===== src/pkg/pwt_pkg.sv =====
// Package for the PWM timer with dead time and input capture
package pwt_pkg;
    // =========================================================
    // Widths and register map (byte addresses on AXI4-Lite)
    localparam int CNT_W = 12;
    localparam int DT_W = 5;
    localparam int PS_W = 8;
    localparam logic [7:0] ADDR_CTRL = 8'h00;
    localparam logic [7:0] ADDR_PERIOD = 8'h04;
    localparam logic [7:0] ADDR_CMPA = 8'h08;
    localparam logic [7:0] ADDR_CMPB = 8'h0c;
    localparam logic [7:0] ADDR_DEAD_TIME_REG = 8'h10;
    localparam logic [7:0] ADDR_PRESCALE_REG = 8'h14;
    localparam logic [7:0] ADDR_PORTD = 8'h18;
    localparam logic [7:0] ADDR_PORTC = 8'h1c;
    localparam logic [7:0] ADDR_MISC = 8'h20;
    localparam logic [7:0] ADDR_COUNT = 8'h24;
    // =========================================================
    // Register fields, mode bits and constants
    localparam int CTRL_STROBE_EN = 0;
    localparam int CTRL_IRQ_EN = 2;
    localparam int CTRL_PEND = 3;
    localparam int CTRL_RUN = 4;
    localparam int CTRL_MODE_LO = 5;
    localparam int CTRL_MODE_HI = 7;
    localparam int PORT_POL_A = 0;
    localparam int PORT_POL_S = 1;
    localparam int PORT_POL_B = 5;
    localparam int MISC_AUTO_SAMPLE = 0;
    localparam int MISC_KILL_EN = 1;
    localparam int MISC_KILL_ALL = 2;
    localparam int MODE_CAPTURE = 2;
    localparam int MODE_EDGE = 1;
    localparam int MODE_TOG_A = 0;
    localparam int MODE_TOG_B = 1;
    localparam logic [7:0] PORT_RST = 8'h00;
    localparam logic [CNT_W-1:0] CNT_ZERO = 12'h000;
    localparam logic [CNT_W-1:0] CNT_MAX = 12'hfff;
    localparam logic [1:0] RESP_OKAY = 2'b00;
    localparam logic [1:0] RESP_SLVERR = 2'b10;

    typedef enum logic [2:0] {
        PWT_IDLE = 3'b001,
        PWT_COUNT = 3'b010,
        PWT_DEAD = 3'b100
    } pwt_state_t;
endpackage


===== src/core/pwt_timer.sv =====
// PWM timer with dead time, capture mode and AXI4-Lite registers
//
// Local design decisions: the register offsets and register access over AXI4-Lite.
`timescale 1ns/1ps
`default_nettype none
module pwt_timer import pwt_pkg::*; #(
    parameter logic [7:0] INIT_PORT_DATA = 8'h00,
    parameter logic [7:0] INIT_PORT_CFG = 8'h21
) (
    input wire logic clk_i,
    input wire logic rst_n_i,
    input wire logic ce_i,
    input wire logic sys_reset_i,
    input wire logic [7:0] s_axi_awaddr,
    input wire logic s_axi_awvalid,
    output logic s_axi_awready,
    input wire logic [31:0] s_axi_wdata,
    input wire logic [3:0] s_axi_wstrb,
    input wire logic s_axi_wvalid,
    output logic s_axi_wready,
    output logic [1:0] s_axi_bresp,
    output logic s_axi_bvalid,
    input wire logic s_axi_bready,
    input wire logic [7:0] s_axi_araddr,
    input wire logic s_axi_arvalid,
    output logic s_axi_arready,
    output logic [31:0] s_axi_rdata,
    output logic [1:0] s_axi_rresp,
    output logic s_axi_rvalid,
    input wire logic s_axi_rready,
    input wire logic comparator_kill_i,
    input wire logic high_side_b_in_i,
    output logic high_side_out_a_o,
    output logic high_side_a_oe_n_o,
    output logic high_side_out_b_o,
    output logic high_side_b_oe_n_o,
    output logic conversion_strobe_o,
    output logic strobe_oe_n_o,
    output logic adc_start_o,
    output logic timer_irq_o
);
    // =========================================================
    // Registers
    logic [7:0] ctrl_r;
    logic [CNT_W-1:0] period_capture_reg;
    logic [CNT_W-1:0] compare_a_reg;
    logic [CNT_W-1:0] compare_b_reg;
    logic [DT_W-1:0] dead_time_reg;
    logic [PS_W-1:0] prescale_reg;
    logic [7:0] port_data_reg;
    logic [7:0] port_config_reg;
    logic [2:0] misc_r;
    logic [CNT_W-1:0] pwm_counter;
    logic [DT_W-1:0] dt_cnt_r;
    pwt_state_t state_r;
    logic hs_a_r;
    logic hs_b_r;
    logic strobe_r;
    logic tick;
    logic cap_rise;
    logic cap_fall;

    logic [2:0] mode;
    logic capture_mode;
    logic run_overflow_bit;
    logic period_pending_flag;
    assign mode = ctrl_r[CTRL_MODE_HI:CTRL_MODE_LO];
    assign capture_mode = mode[MODE_CAPTURE];
    assign run_overflow_bit = ctrl_r[CTRL_RUN];
    assign period_pending_flag = ctrl_r[CTRL_PEND];

    function automatic logic [31:0] zext8(input logic [7:0] v);
        zext8 = {24'h000000, v};
    endfunction
    function automatic logic [31:0] zext12(input logic [CNT_W-1:0] v);
        zext12 = {20'h00000, v};
    endfunction

    // =========================================================
    // Timer tick and capture synchroniser
    pwt_prescaler #(.W(PS_W)) pwt_prescaler_i (
        .clk_i(clk_i),
        .rst_n_i(rst_n_i),
        .ce_i(ce_i),
        .div_i(prescale_reg),
        .tick_o(tick)
    );

    pwt_sync pwt_sync_i (
        .clk_i(clk_i),
        .rst_n_i(rst_n_i),
        .en_i(ce_i & tick),
        .d_i(high_side_b_in_i),
        .rise_o(cap_rise),
        .fall_o(cap_fall)
    );

    logic cap_evt;
    logic kill;
    logic period_hit;
    logic wrap_cap;
    logic cycle_done;
    logic hw_set_pend;
    logic hw_set_ovf;
    logic dt_zero;
    assign cap_evt = capture_mode & (mode[MODE_EDGE] ? cap_fall : cap_rise);
    assign kill = misc_r[MISC_KILL_EN] & comparator_kill_i;
    assign period_hit = tick && state_r == PWT_COUNT && !capture_mode
        && pwm_counter == period_capture_reg;
    assign wrap_cap = tick && state_r == PWT_COUNT && capture_mode
        && pwm_counter == CNT_MAX;
    assign dt_zero = (dt_cnt_r == '0);
    // Cycle completes only after the dead time after the period match
    assign cycle_done = state_r == PWT_DEAD && dt_zero;
    assign hw_set_pend = period_hit | cap_evt;
    assign hw_set_ovf = wrap_cap;

    // =========================================================
    // AXI4-Lite slave
    logic aw_hold_r;
    logic w_hold_r;
    logic [7:0] awaddr_r;
    logic [31:0] wdata_r;
    logic [3:0] wstrb_r;
    logic wr_fire;
    assign wr_fire = aw_hold_r && w_hold_r && !s_axi_bvalid;

    always_ff @(posedge clk_i or negedge rst_n_i) begin
        if (!rst_n_i) begin
            aw_hold_r <= 1'b0;
            w_hold_r <= 1'b0;
            awaddr_r <= '0;
            wdata_r <= '0;
            wstrb_r <= '0;
            s_axi_awready <= 1'b0;
            s_axi_wready <= 1'b0;
            s_axi_bvalid <= 1'b0;
            s_axi_bresp <= RESP_OKAY;
        end else if (ce_i) begin
            s_axi_awready <= !aw_hold_r && !s_axi_awready && s_axi_awvalid;
            s_axi_wready <= !w_hold_r && !s_axi_wready && s_axi_wvalid;
            if (s_axi_awvalid && s_axi_awready) begin
                aw_hold_r <= 1'b1;
                awaddr_r <= s_axi_awaddr;
            end
            if (s_axi_wvalid && s_axi_wready) begin
                w_hold_r <= 1'b1;
                wdata_r <= s_axi_wdata;
                wstrb_r <= s_axi_wstrb;
            end
            if (wr_fire) begin
                aw_hold_r <= 1'b0;
                w_hold_r <= 1'b0;
                s_axi_bvalid <= 1'b1;
                s_axi_bresp <= (awaddr_r <= ADDR_MISC && awaddr_r[1:0] == 2'b00)
                    ? RESP_OKAY : RESP_SLVERR;
            end else if (s_axi_bready) begin
                s_axi_bvalid <= 1'b0;
            end
        end
    end

    // Register writes; only the low byte lane carries the 8-bit controls
    logic wr_lo;
    logic wr_hi;
    assign wr_lo = wr_fire && wstrb_r[0];
    assign wr_hi = wr_fire && wstrb_r[1];

    logic stop_req;
    assign stop_req = kill && misc_r[MISC_KILL_ALL];

    always_ff @(posedge clk_i or negedge rst_n_i) begin
        if (!rst_n_i) begin
            ctrl_r <= '0;
        end else if (ce_i) begin
            if (sys_reset_i) begin
                ctrl_r <= '0;
            end else begin
                if (wr_lo && awaddr_r == ADDR_CTRL) begin
                    ctrl_r[CTRL_MODE_HI:CTRL_MODE_LO] <= wdata_r[CTRL_MODE_HI:CTRL_MODE_LO];
                    ctrl_r[CTRL_IRQ_EN] <= wdata_r[CTRL_IRQ_EN];
                    ctrl_r[CTRL_STROBE_EN] <= wdata_r[CTRL_STROBE_EN];
                    // Pending bits are write-zero-to-clear; a hardware set wins
                    ctrl_r[CTRL_PEND] <= ctrl_r[CTRL_PEND] & wdata_r[CTRL_PEND];
                    if (wdata_r[CTRL_MODE_HI] || ctrl_r[CTRL_MODE_HI])
                        ctrl_r[CTRL_RUN] <= ctrl_r[CTRL_RUN] & wdata_r[CTRL_RUN];
                    else
                        ctrl_r[CTRL_RUN] <= wdata_r[CTRL_RUN];
                end
                if (hw_set_pend)
                    ctrl_r[CTRL_PEND] <= 1'b1;
                if (hw_set_ovf)
                    ctrl_r[CTRL_RUN] <= 1'b1;
                if (stop_req && !capture_mode)
                    ctrl_r[CTRL_RUN] <= 1'b0;
            end
        end
    end

    always_ff @(posedge clk_i or negedge rst_n_i) begin
        if (!rst_n_i) begin
            period_capture_reg <= '0;
            compare_a_reg <= '0;
            compare_b_reg <= '0;
            dead_time_reg <= '0;
            prescale_reg <= '0;
            misc_r <= '0;
        end else if (ce_i) begin
            if (cap_evt)
                period_capture_reg <= pwm_counter;
            else if (wr_lo && wr_hi && awaddr_r == ADDR_PERIOD)
                period_capture_reg <= wdata_r[CNT_W-1:0];
            if (wr_lo && wr_hi && awaddr_r == ADDR_CMPA)
                compare_a_reg <= wdata_r[CNT_W-1:0];
            if (wr_lo && wr_hi && awaddr_r == ADDR_CMPB)
                compare_b_reg <= wdata_r[CNT_W-1:0];
            if (wr_lo && awaddr_r == ADDR_DEAD_TIME_REG)
                dead_time_reg <= wdata_r[DT_W-1:0];
            if (wr_lo && awaddr_r == ADDR_PRESCALE_REG)
                prescale_reg <= wdata_r[PS_W-1:0];
            if (wr_lo && awaddr_r == ADDR_MISC)
                misc_r <= wdata_r[2:0];
        end
    end

    // Port registers: reset clears them; system reset drives the bridge pins, strobe pin input
    always_ff @(posedge clk_i or negedge rst_n_i) begin
        if (!rst_n_i) begin
            port_data_reg <= PORT_RST;
            port_config_reg <= PORT_RST;
        end else if (ce_i) begin
            if (sys_reset_i) begin
                port_data_reg <= INIT_PORT_DATA;
                port_config_reg <= INIT_PORT_CFG;
            end else begin
                if (wr_lo && awaddr_r == ADDR_PORTD)
                    port_data_reg <= wdata_r[7:0];
                if (wr_lo && awaddr_r == ADDR_PORTC)
                    port_config_reg <= wdata_r[7:0];
            end
        end
    end

    // Read channel
    logic [31:0] rd_mux;
    always_comb begin
        case (s_axi_araddr)
            ADDR_CTRL: rd_mux = zext8(ctrl_r);
            ADDR_PERIOD: rd_mux = zext12(period_capture_reg);
            ADDR_CMPA: rd_mux = zext12(compare_a_reg);
            ADDR_CMPB: rd_mux = zext12(compare_b_reg);
            ADDR_DEAD_TIME_REG: rd_mux = zext8({3'b000, dead_time_reg});
            ADDR_PRESCALE_REG: rd_mux = zext8(prescale_reg);
            ADDR_PORTD: rd_mux = zext8(port_data_reg);
            ADDR_PORTC: rd_mux = zext8(port_config_reg);
            ADDR_MISC: rd_mux = zext8({5'b00000, misc_r});
            ADDR_COUNT: rd_mux = zext12(pwm_counter);
            default: rd_mux = '0;
        endcase
    end

    always_ff @(posedge clk_i or negedge rst_n_i) begin
        if (!rst_n_i) begin
            s_axi_arready <= 1'b0;
            s_axi_rvalid <= 1'b0;
            s_axi_rdata <= '0;
            s_axi_rresp <= RESP_OKAY;
        end else if (ce_i) begin
            s_axi_arready <= s_axi_arvalid && !s_axi_arready && !s_axi_rvalid;
            if (s_axi_arvalid && s_axi_arready) begin
                s_axi_rvalid <= 1'b1;
                s_axi_rdata <= rd_mux;
                s_axi_rresp <= (s_axi_araddr <= ADDR_COUNT && s_axi_araddr[1:0] == 2'b00)
                    ? RESP_OKAY : RESP_SLVERR;
            end else if (s_axi_rready) begin
                s_axi_rvalid <= 1'b0;
            end
        end
    end

    // =========================================================
    // Counter and dead-time sequencer
    // Dead time runs on the system clock so the prescaler cannot stretch it
    always_ff @(posedge clk_i or negedge rst_n_i) begin
        if (!rst_n_i) begin
            state_r <= PWT_IDLE;
            pwm_counter <= CNT_ZERO;
            dt_cnt_r <= '0;
        end else if (ce_i) begin
            if (sys_reset_i || stop_req) begin
                state_r <= PWT_IDLE;
                pwm_counter <= CNT_ZERO;
                dt_cnt_r <= '0;
            end else begin
                case (state_r)
                    PWT_IDLE: begin
                        pwm_counter <= CNT_ZERO;
                        if (capture_mode || run_overflow_bit)
                            state_r <= PWT_COUNT;
                    end
                    PWT_COUNT: begin
                        if (period_hit) begin
                            pwm_counter <= CNT_ZERO;
                            dt_cnt_r <= dead_time_reg;
                            state_r <= PWT_DEAD;
                        end else if (tick) begin
                            pwm_counter <= pwm_counter + 1'b1;
                        end
                    end
                    PWT_DEAD: begin
                        if (dt_zero)
                            state_r <= (run_overflow_bit && !kill) ? PWT_COUNT : PWT_IDLE;
                        else
                            dt_cnt_r <= dt_cnt_r - 1'b1;
                    end
                    default: state_r <= PWT_IDLE;
                endcase
                if (state_r == PWT_COUNT && hs_a_r && !hs_b_r && !period_hit) begin
                    if (dt_cnt_r != '0)
                        dt_cnt_r <= dt_cnt_r - 1'b1;
                end
                if (state_r == PWT_COUNT && !capture_mode && !period_hit && tick
                    && pwm_counter == compare_a_reg)
                    dt_cnt_r <= dead_time_reg;
                if (state_r == PWT_COUNT && !capture_mode && !run_overflow_bit
                    && pwm_counter > period_capture_reg)
                    state_r <= PWT_IDLE;
            end
        end
    end

    // =========================================================
    // Internal phases of A, B and strobe
    logic match_a;
    logic match_b;
    assign match_a = tick && state_r == PWT_COUNT && pwm_counter == compare_a_reg;
    assign match_b = tick && state_r == PWT_COUNT && pwm_counter == compare_b_reg;

    always_ff @(posedge clk_i or negedge rst_n_i) begin
        if (!rst_n_i) begin
            hs_a_r <= 1'b0;
            hs_b_r <= 1'b0;
            strobe_r <= 1'b0;
            adc_start_o <= 1'b0;
        end else if (ce_i) begin
            adc_start_o <= 1'b0;
            if (sys_reset_i || kill || state_r == PWT_IDLE) begin
                hs_a_r <= 1'b0;
                hs_b_r <= 1'b0;
                strobe_r <= 1'b0;
            end else begin
                if (match_a && !period_hit)
                    hs_a_r <= 1'b1;
                if (!capture_mode && hs_a_r && !hs_b_r && state_r == PWT_COUNT && dt_zero)
                    hs_b_r <= 1'b1;
                if (match_b && !period_hit) begin
                    strobe_r <= 1'b1;
                    adc_start_o <= !strobe_r && misc_r[MISC_AUTO_SAMPLE];
                end
                if (period_hit || wrap_cap) begin
                    hs_b_r <= 1'b0;
                    strobe_r <= 1'b0;
                    if (capture_mode)
                        hs_a_r <= 1'b0;
                end
                if (cycle_done)
                    hs_a_r <= 1'b0;
            end
        end
    end

    // =========================================================
    // Pins: toggle select, polarity and drive enables
    logic tog_a;
    logic tog_b;
    assign tog_a = mode[MODE_TOG_A];
    assign tog_b = !capture_mode && mode[MODE_TOG_B];

    always_ff @(posedge clk_i or negedge rst_n_i) begin
        if (!rst_n_i) begin
            high_side_out_a_o <= 1'b0;
            high_side_out_b_o <= 1'b0;
            conversion_strobe_o <= 1'b0;
            high_side_a_oe_n_o <= 1'b1;
            high_side_b_oe_n_o <= 1'b1;
            strobe_oe_n_o <= 1'b1;
            timer_irq_o <= 1'b0;
        end else if (ce_i) begin
            high_side_out_a_o <= (tog_a & hs_a_r) ^ port_data_reg[PORT_POL_A];
            high_side_out_b_o <= (tog_b & hs_b_r) ^ port_data_reg[PORT_POL_B];
            conversion_strobe_o <= strobe_r ^ port_data_reg[PORT_POL_S];
            high_side_a_oe_n_o <= !port_config_reg[PORT_POL_A];
            high_side_b_oe_n_o <= capture_mode || !port_config_reg[PORT_POL_B];
            strobe_oe_n_o <= !(ctrl_r[CTRL_STROBE_EN] && port_config_reg[PORT_POL_S]);
            timer_irq_o <= ctrl_r[CTRL_IRQ_EN] && (period_pending_flag
                || (capture_mode && run_overflow_bit));
        end
    end
endmodule // pwt_timer
`default_nettype wire


===== src/core/pwt_prescaler.sv =====
// Prescaler that makes the timer clock enable
`timescale 1ns/1ps
`default_nettype none
module pwt_prescaler import pwt_pkg::*; #(
    parameter int W = PS_W
) (
    input wire logic clk_i,
    input wire logic rst_n_i,
    input wire logic ce_i,
    input wire logic [W-1:0] div_i,
    output logic tick_o
);
    logic [W-1:0] cnt_r;
    always_ff @(posedge clk_i or negedge rst_n_i) begin
        if (!rst_n_i) begin
            cnt_r <= '0;
            tick_o <= 1'b0;
        end else if (ce_i) begin
            // Divide by div_i+1
            if (cnt_r >= div_i) begin
                cnt_r <= '0;
                tick_o <= 1'b1;
            end else begin
                cnt_r <= cnt_r + 1'b1;
                tick_o <= 1'b0;
            end
        end
    end
endmodule // pwt_prescaler
`default_nettype wire


===== src/core/pwt_sync.sv =====
// Two-stage synchroniser with edge detection on the timer clock
`timescale 1ns/1ps
`default_nettype none
module pwt_sync (
    input wire logic clk_i,
    input wire logic rst_n_i,
    input wire logic en_i,
    input wire logic d_i,
    output logic rise_o,
    output logic fall_o
);
    logic s1_r;
    logic s2_r;
    logic s3_r;
    always_ff @(posedge clk_i or negedge rst_n_i) begin
        if (!rst_n_i) begin
            s1_r <= 1'b0;
            s2_r <= 1'b0;
            s3_r <= 1'b0;
        end else if (en_i) begin
            s1_r <= d_i;
            s2_r <= s1_r;
            s3_r <= s2_r;
        end
    end
    assign rise_o = en_i & s2_r & ~s3_r;
    assign fall_o = en_i & ~s2_r & s3_r;
endmodule // pwt_sync
`default_nettype wire


===== config.mk =====
export PLATFORM = sky130hd
export DESIGN_NAME = pwt_timer
export DESIGN_NICKNAME = d
export VERILOG_FILES = /design/src/pkg/pwt_pkg.sv /design/src/core/pwt_timer.sv /design/src/core/pwt_prescaler.sv /design/src/core/pwt_sync.sv
export SDC_FILE = /design/constraint.sdc
export NUM_CORES = 1
export LEC_CHECK = 0
export BUFFER_PORTS_ARGS = -buffer_cell sky130_fd_sc_hd__buf_2
export CAP_MARGIN = 5
export CORE_MARGIN = 4
export CORE_UTILIZATION = 59
export CTS_CLUSTER_DIAMETER = 120
export DETAILED_ROUTE_END_ITERATION = 6
export GPL_ROUTABILITY_DRIVEN = 1
export HOLD_SLACK_MARGIN = 0.1
export MAX_ROUTING_LAYER = met4
export PLACE_DENSITY = 0.87
export REMOVE_ABC_BUFFERS = 1
export SYNTH_ARGS = -nofsm -noshare
export SYNTH_HDL_FRONTEND = slang
export SYNTH_SLANG_ARGS = --single-unit

===== constraint.sdc =====
create_clock -name clk_i -period 2.8 [get_ports clk_i]
set_clock_uncertainty 0.1 [all_clocks]
set_input_delay 0.7 -clock clk_i [delete_from_list [all_inputs] [get_ports clk_i]]
set_output_delay 0.7 -clock clk_i [all_outputs]
set_load 0.02 [all_outputs]

==> results of run 1 <==
-- power by group through the flow --
| stage | Sequential (mW) | Combinational [mW] | Clock [mW] |
|---|---|---|---|
| finish | 3.34 | 1.52 | 2.29 |
| CTS | 3.30 | 1.51 | 2.30 |
| floorplan | 3.16 | 0.971 | 0 |
| global placement | 3.30 | 1.41 | 0 |
| global route | 3.36 | 1.67 | 2.41 |
| detailed placement | 3.34 | 1.47 | 0 |
-- synthesized netlist by cell type, types with 3 or more instances --
cell / n
a21o_1: 7
buf_4: 23
dfrtp_1: 157
mux2i_1: 28
inv_1: 39
nor2b_1: 17
ha_1: 23
o21ai_0: 62
o31ai_1: 6
o22ai_1: 8
o21a_1: 4
and3_1: 11
o221ai_1: 4
a31oi_1: 9
xnor2_1: 4
nand4_1: 7
dfstp_2: 4
and2_1: 5
a21oi_1: 38
nor4_1: 12
nor4b_1: 4
clkbuf_1: 31
nand2b_1: 7
xor2_1: 29
o211ai_1: 3
mux4_2: 4
nand2_1: 74
a22o_1: 3
nor2_1: 48
o21ai_1: 5
a22oi_1: 10
mux2_2: 83
nand3_1: 28
nor3_1: 15
buf_2: 10
a221oi_1: 5
a211oi_1: 7
-- cell families (layout without fill, tap and decap cells) --
kind of cell,Yosys count,in the layout
simple gates,251,251
other cells,1,22
flops,161,161
compound gates,191,191
mux,115,115
buf+inv,106,189
fa+ha+maj,23,23
xor+xnor,33,33
-- worst max-delay path, cell delays in order --
cell       delay (ns)
buf_2            0.30
mux2_2           0.39
a22oi_1          0.20
nor2_1           0.07
a2111oi_0        0.89
buf_4            0.24
o21ai_0          0.07
-- area by class of cell --
cell class	instances	area, um^2	share of cell area
Multi-Input combinational cell	635	4467	0.4382
Clock inverter	14	143.9	0.01412
Tap cell	184	230.2	0.02259
Timing Repair Buffer	117	729.5	0.07156
Sequential cell	161	4034	0.3957
Clock buffer	18	439.2	0.04308
Inverter	40	150.1	0.01473
-- per-layer routing --
metal,vias up,part of all wire,track usage
met5,-,0,-
met1,3622,0.42,0.4140
met2,414,0.47,0.4776
li1,3328,-,-
met3,71,0.089,0.06260
met4,0,0.030,0.1131
-- cells in the final DEF (no fill, tap or decap), types with 12 or more instances in the layout --
cell	count
dfrtp_1	157
mux2_2	83
nand2_1	74
buf_2	66
o21ai_0	62
buf_4	49
nor2_1	48
inv_1	39
a21oi_1	38
xor2_1	29
nand3_1	28
mux2i_1	28
ha_1	23
conb_1	22
nor2b_1	17
clkbuf_16	17
nor3_1	15
nor4_1	12
-- per-stage QoR --
step                utilization  std cells  area (um^2)
floorplan                     -        836         8647
global placement         0.6560       1137         9607
detailed placement       0.6560       1137         9607
CTS                      0.6958       1169        10190
global route             0.6961       1169        10190
finish                   0.6961       1169        10190
-- worst min path at each step --
| stage | slack [ns] | to | from |
|---|---|---|---|
| after global routing | 0.15 | wdata_r[8] | rst_n_i |
| final | 0.11 | wdata_r[8] | rst_n_i |
| after detailed placement | 0.34 | strobe_oe_n_o | port_config_reg[1] |
| after floorplan | 0.30 | adc_start_o | rst_n_i |
| after CTS | 0.13 | wdata_r[8] | rst_n_i |
| after global placement | 0.34 | high_side_a_oe_n_o | port_config_reg[0] |
==> out/metrics.yaml, run 1 <==
status:
  outcome: "finished with violations"
  violations: "DRC"
worst_setup_path:
  startpoint_type: "input port"
  cp-endpoint: "s_axi_rdata[4]"
  rr_startpoint: "period_capture_reg[9]"
  rrSetupSlack_ns: 0.25
  r2r_cells: 9
  crit_path_max_fanout: 16
  crit_path_end_kind: "flop"
  path_class: "in -> reg"
  cp-startpoint: "s_axi_araddr[2]"
  r2r-end: "dt_cnt_r[3]"
  critPathRequiredTime_ns: 3.00
  arrival_ns: 2.88
synth:
  synth-edff-count: 0
  synth_cells: 881
  yosys.area.top_type: "dfrtp_1"
  muxShareOfSynthArea: 0.1464
  syn-cell-area_um2: 8915
  yosys.area_share.simple: 0.1457
  ys_types: 73
  synthArstFlopShare: 1.000
  ys_seq_area_frac: 0.4525
  yosys.area_share.adder: 0.03228
  netlist.area_leader.share: 0.4407
  synth-compound-area-share: 0.1346
  synth_warnings: 0
  synth_area_leaders: "dfrtp_1 (44%), mux2_2 (10%), o21ai_0 (3.5%)"
  synthFlopType: "dfrtp_1"
  syn_avg_cell_area_um2: 10.12
  synth_xor_area_frac: 0.03242
  synth_top_family_by_area: "multiplexers"
  synth-seq-cells: 161
timing:
  maxSlewViolCount: 0
  rsz0062_at_grt: "no"
  hold_viol_final: 0
  min_period_over_period: 0.9590
  slew_headroom: 0.2265
  timing.final.ws_setup_ns: 0.1147
  hold_ws_ns: 0.1052
  clock.fmax_ghz: 0.3724
  worst_slew_pin_slew_ns: 1.131
  finalSetupTns_ns: 0
  setup_violations: 0
  fin_crit_ns: 2.685
detailed_routing:
  viasPerCell: 6.360
  vias: 7435
  drc: 2
  firstDrtPassIters: 7
  wire_per_inst_um: 21.10
  wl_mm: 24.67
  postRouteAntennaNets: 0
  first_iter_violations: 797
power_and_ir_drop:
  power_frac_clock: 0.321
  p_int_mw: 4.654
  comb_power_share: 0.213
  switching_share: 0.3491
  vdd_drop_max_uv: 676.0
  p_sw_mw: 2.497
  seqPwrFrac: 0.467
  power.leakage_nw: 4.865
  power.total_mw: 7.151
  powerDensity_nw_per_um2: 701.5
cts:
  clock-sinks: 161
  clk_latency_ns: 0.44
  postCtsHoldBufs: 0
  cts.clk_slew.worst_paths_ns: 0.07
  htreeDepth: 4
  clk_path_buf_depth: 2
  tritoncts: "yes"
  postCtsSetupBuffers: 0
  root_buffer: "clkbuf_16"
  ctsResizeCount: 0
  cts_buffers: 17
flow_run:
  maxCapViolCount: 0
floorplanning:
  die_x_um: 130.9
  start_util: 0.6088
  die_area_um2: 17140
  ios: 112
  fp.dieH_um: 130.9
  rows: 44
  core_area_um2: 14640
grt:
  grt_overflow: 0
  grt_pass1_vias: 7222
  antenna_found_initial: 0
  grt_usage: 0.3113
  grt_max_degree: 57
  grt_first_pass_wirelength_mm: 39.44
place:
  post-place-ws_ns: -0.09021
  portBuffers: 67
  hpwl_mm: 18.17
  gp_congestion: 1.061
finish:
  fillCellCount: 1055
  drive_above_1_share: 0.2569
  diodes: 0
  area_delta_synth_final_pct: 14.34
  nNetsFinal: 1058
worst_hold_path:
  min_path_type: "in -> async"
(Power assumes the default switching activity.)
==> run 2: changes to the inputs <==
- CELL_PAD_IN_SITES_DETAIL_PLACEMENT: not set -> 1
- CELL_PAD_IN_SITES_GLOBAL_PLACEMENT: not set -> 1
- CORE_UTILIZATION: 59 -> 46
- PLACE_DENSITY: 0.87 -> 0.77
==> run 2 against run 1 <==
The run now ends clean. Sequential share of layout area shrank 0.51 points. Global-route usage shrank 4.9 points. Via count shrank 1.0%. Highest routed layer unchanged.
==> out/metrics.yaml, run 2 (same netlist as run 1, synthesis figures left out) <==
worst_setup_path:
  critPathRequiredTime_ns: 3.01  # about the same
  startpoint_type: "flop"
  arrival_ns: 2.86  # -0.02 ns
  crit_path_end_kind: "flop"
  path_class: "reg -> reg"
  crit_path_max_fanout: 9  # -7
cts:
  root_buffer: "clkbuf_16"
  cts.clk_slew.worst_paths_ns: 0.08  # about the same
  tritoncts: "yes"
  clk_latency_ns: 0.44  # about the same
  cts_buffers: 17  # unchanged
  htreeDepth: 4  # unchanged
  postCtsSetupBuffers: 0  # unchanged
  clock-sinks: 161  # unchanged
  clk_path_buf_depth: 2  # unchanged
timing:
  slew_headroom: 0.4865  # +0.2600
  setup_violations: 0  # unchanged
  finalSetupTns_ns: 0  # unchanged
  maxSlewViolCount: 0  # unchanged
  rsz0062_at_grt: "no"
  timing.final.ws_setup_ns: 0.1578  # +0.04309 ns
  fin_crit_ns: 2.642  # -0.04309 ns
  worst_slew_pin_slew_ns: 0.7674  # -0.3635 ns
  min_period_over_period: 0.9436  # -0.01539
  clock.fmax_ghz: 0.3785  # +1.6%
  hold_viol_final: 0  # unchanged
finish:
  area_delta_synth_final_pct: 15.83
  nNetsFinal: 1061  # +0.28%
  final_common_cell: "dfrtp_1"
  diodes: 0  # unchanged
  final_util: 0.5466  # -0.1495
  fin_area_um2: 10330  # +1.3%
  final_cell_mix: "dfrtp_1 (157), mux2_2 (83), nand2_1 (74)"
  fillCellCount: 2131  # +100%
  drive_above_1_share: 0.2571  # about the same
detailed_routing:
  first_iter_violations: 463  # -42%
  postRouteAntennaNets: 0  # unchanged
  wire_per_inst_um: 21.57  # +2.2%
  wl_mm: 26.92  # +9.1%
  viasPerCell: 5.897  # -7.3%
  drc: 0  # -2
  vias: 7360  # -1.0%
  firstDrtPassIters: 6  # -1
grt:
  grt_usage: 0.2621  # -0.04920
  grt_first_pass_wirelength_mm: 42.97  # +8.9%
  antenna_found_initial: 0  # unchanged
  grt_pass1_vias: 7668  # +6.2%
  grt_max_degree: 57  # unchanged
  grt_overflow: 0  # unchanged
floorplanning:
  start_util: 0.4719  # -0.1369
  die_area_um2: 21670  # +26%
  fp.dieH_um: 147.2  # +12%
  die_x_um: 147.2  # +12%
  ios: 112  # unchanged
  rows: 50  # +14%
  core_area_um2: 18890  # +29%
status:
  outcome: "finished clean"
place:
  portBuffers: 67  # unchanged
  gp_congestion: 0.9353  # -12%
  hpwl_mm: 20.15  # +11%
  dpl-instance-area_um2: 9737  # +1.4%
  post-place-ws_ns: 0.2035  # +0.2937 ns
power_and_ir_drop:
  vdd_drop_max_uv: 493.6  # -27%
  powerDensity_nw_per_um2: 699.0  # -0.36%
  power.leakage_nw: 4.894  # +0.61%
flow_run:
  maxCapViolCount: 0  # unchanged
worst_hold_path:
  min_path_type: "in -> async"
run 2: final timing paths:
path / startpoint / to / slack [ns] / cells past startpoint
setup / recovery: awaddr_r[7] / port_config_reg[3] / 0.16 / 5
hold / removal: rst_n_i / compare_a_reg[9] / 0.09 / 1
setup reg to reg: awaddr_r[7] / port_config_reg[3] / 0.16 / 5
hold reg to reg: port_config_reg[1] / strobe_oe_n_o / 0.36 / 1
max in group asynchronous: rst_n_i / strobe_oe_n_o / 1.72 / 2
min in group clk_i: port_config_reg[1] / strobe_oe_n_o / 0.36 / 1
run 2: worst max-delay path: stages, from the launching register on:
cell and delay [ns]:
dfrtp_1 0.41, nor4b_2 0.49, nand3_1 0.25, nor4_1 0.38
o21a_1 0.49, mux2_2 0.40
run 2: cell type report:
cell class | instances | area, um^2 | share of cell area
flip-flops and latches | 161 | 4034 | 0.3906
well taps | 260 | 325.3 | 0.03150
clock inverters | 13 | 152.6 | 0.01478
clock buffers | 19 | 432.9 | 0.04192
repair buffers | 120 | 764.5 | 0.07403
multi-input cells | 635 | 4467 | 0.4326
inverters | 40 | 150.1 | 0.01454
run 2: metrics by stage:
| step | instances | power, mW | hold slack (ns) |
|---|---|---|---|
| final | 1248 | 7.218 | 0.08771 |
| after global routing | 1248 | 7.587 | 0.1418 |
| after CTS | 1248 | 7.260 | 0.1221 |
| after detailed placement | 1216 | 4.873 | 0.3523 |
| after global placement | 1216 | 4.785 | 0.3449 |
| after floorplan | 836 | 4.128 | 0.3044 |
run 2: per-layer routing:
layer  up-vias  share of wire  global-route usage
li1       3324              -                   -
met5         -              0                   -
met2       222           0.48              0.4152
met1      3762           0.45              0.3486
met3        52          0.050             0.04287
met4         0          0.028             0.08015
run 2: repair_timing:
action,4_1_cts,5_1_grt
hold buffers,0,0
setup endpoints to repair,0,1
gates resized for setup,0,1
run 2: power by group:
part	internal (mW)	total, mW	switching, mW
Clock	1.34	2.35	1.01
Sequential	2.74	3.33	0.590
Combinational	0.707	1.54	0.832
Total	4.78	7.22	2.43
==> run 3: changes to the inputs <==
- CORE_UTILIZATION: 46 -> 33
- MAX_ROUTING_LAYER: met4 -> not set
- PLACE_DENSITY: 0.77 -> 0.57
- SLEW_MARGIN: not set -> 40
==> run 3 against run 2 <==
Design area grew 2.1%. Maximum frequency up 1.5%. Final cell count grew 7.0%. Sequential share of layout area decreased by 0.80 points. Critical path type unchanged. Setup slack improved by 0.039 ns. Largest power group unchanged.
==> out/metrics.yaml, run 3 (same netlist as run 1, synthesis figures left out) <==
cts:
  htreeDepth: 4  # unchanged
  postCtsSetupBuffers: 0  # unchanged
  cts.clk_slew.worst_paths_ns: 0.07  # about the same
  clk_latency_ns: 0.44  # about the same
  clk_path_buf_depth: 2  # unchanged
  tritoncts: "yes"
  clock-sinks: 161  # unchanged
  ctsResizeCount: 0  # unchanged
  postCtsHoldBufs: 1  # +1
  root_buffer: "clkbuf_16"
  cts_buffers: 17  # unchanged
worst_setup_path:
  r2r-end: "pwm_counter[11]"
  critPathRequiredTime_ns: 3.04  # +0.03 ns
  path_class: "reg -> reg"
  rrSetupSlack_ns: 0.20  # +0.04 ns
  arrival_ns: 2.84  # -0.02 ns
  cp-startpoint: "period_capture_reg[4]"
  rr_startpoint: "period_capture_reg[4]"
  crit_path_max_fanout: 7  # -2
  startpoint_type: "flop"
  crit_path_end_kind: "flop"
  r2r_cells: 10  # +5
place:
  dpl-instance-area_um2: 9931  # +2.0%
  gp_congestion: 0.9045  # -3.3%
  hpwl_mm: 21.93  # +8.8%
  numPlacedInstances: 1302  # +7.1%
  post-place-ws_ns: 0.02490  # -0.1786 ns
  portBuffers: 67  # unchanged
timing:
  slew_headroom: 0.5120  # +0.02554
  hold_viol_final: 0  # unchanged
  clock.fmax_ghz: 0.3842  # +1.5%
  fin_crit_ns: 2.603  # -0.03917 ns
  min_period_over_period: 0.9297  # -0.01399
  timing.final.ws_setup_ns: 0.1970  # +0.03917 ns
  setup_violations: 0  # unchanged
  maxSlewViolCount: 0  # unchanged
  finalSetupTns_ns: 0  # unchanged
  rsz0062_at_grt: "no"
  worst_slew_pin_slew_ns: 0.7135  # -0.05392 ns
detailed_routing:
  wire_per_inst_um: 21.37  # -0.95%
  viasPerCell: 5.354  # -9.2%
  vias: 7147  # -2.9%
  wl_mm: 28.52  # +6.0%
  postRouteAntennaNets: 0  # unchanged
  drc: 0  # unchanged
  firstDrtPassIters: 5  # -1
  first_iter_violations: 399  # -14%
worst_hold_path:
  min_path_type: "reg -> reg"
  holdPathEnd: "strobe_oe_n_o"
  holdCritStartpoint: "port_config_reg[1]"
  whs_path_depth: 1
power_and_ir_drop:
  power.total_mw: 7.245  # +0.37%
  powerDensity_nw_per_um2: 687.2  # -1.7%
  power.leakage_nw: 4.956  # +1.3%
  p_sw_mw: 2.555  # +5.0%
  comb_power_share: 0.213  # about the same
  p_int_mw: 4.690  # -2.0%
  vdd_drop_max_uv: 366.1  # -26%
  power_frac_clock: 0.324  # about the same
  seqPwrFrac: 0.463  # +0.002
  switching_share: 0.3527  # +0.01541
finish:
  fin_area_um2: 10540  # +2.1%
  final_cell_mix: "dfrtp_1 (157), mux2_2 (83), nand2_1 (74)"
  area_delta_synth_final_pct: 18.26
  fin_cells: 1335  # +7.0%
  nNetsFinal: 1073  # +1.1%
  final_common_cell: "dfrtp_1"
  diodes: 0  # unchanged
  drive_above_1_share: 0.2670  # +0.009915
floorplanning:
  ios: 112  # unchanged
  die_area_um2: 29710  # +37%
  core_area_um2: 26350  # +39%
  die_x_um: 172.4  # +17%
  fp.dieH_um: 172.4  # +17%
  start_util: 0.3383  # -0.1336
  rows: 59  # +18%
flow_run:
  maxCapViolCount: 0  # unchanged
grt:
  grt_usage: 0.1981  # -0.06399
  antenna_found_initial: 0  # unchanged
  grt_overflow: 0  # unchanged
  grt_max_degree: 52  # -8.8%
  grt_pass1_vias: 7453  # -2.8%
  grt_first_pass_wirelength_mm: 44.62  # +3.8%
status:
  outcome: "finished clean"
==> run 3: how the worst max path moves through the flow <==
stage	endpoint	slack, ns
after floorplan	period_capture_reg[0]	0.05
after global placement	s_axi_rdata[3]	0.05
after detailed placement	s_axi_rdata[4]	0.02
after CTS	pwm_counter[11]	0.16
after global routing	dt_cnt_r[2]	0.007
final	pwm_counter[11]	0.20
==> run 3: worst max-delay path, stage by stage, from the launching register on <==
cell	delay, ns
dfrtp_1	0.47
inv_1	0.08
ha_1	0.30
nand4_1	0.15
buf_4	0.16
nor4_1	0.05
buf_4	0.15
or3_4	0.37
nor2_1	0.32
nand2_1	0.14
o31ai_1	0.22
==> run 3: routing by layer <==
layer,GRT usage,vias up,wire (um)
met4,0.03896,0,373
met2,0.3236,168,13410
met3,0.03612,23,1101
met1,0.2775,3608,13640
met5,0,-,0
li1,-,3348,-
==> run 3: through the flow <==
step,hold WS [ns],util
after floorplan,0.3044,-
after global placement,0.3415,0.3768
after detailed placement,0.3492,0.3768
after CTS,0.3674,0.4000
after global routing,0.3729,0.4000
final,0.3624,0.4000
==> run 3: final cells by class <==
| type | count | area (um^2) |
|---|---|---|
| fillers | 3005 | 15810 |
| well taps | 335 | 419.2 |
| flip-flops and latches | 161 | 4034 |
| multi-input cells | 635 | 4468 |
| repair buffers | 132 | 869.6 |
| clock inverters | 14 | 162.7 |
| inverters | 40 | 150.1 |
| clock buffers | 18 | 439.2 |
==> run 3: power by group through the flow <==
stage	clock network (mW)	registers [mW]	logic, mW
6_report	2.35	3.36	1.54
5_1_grt	2.53	3.42	1.73
4_1_cts	2.42	3.36	1.56
3_5_place_dp	0	3.40	1.55
3_3_place_gp	0	3.38	1.51
2_1_floorplan	0	3.16	0.971
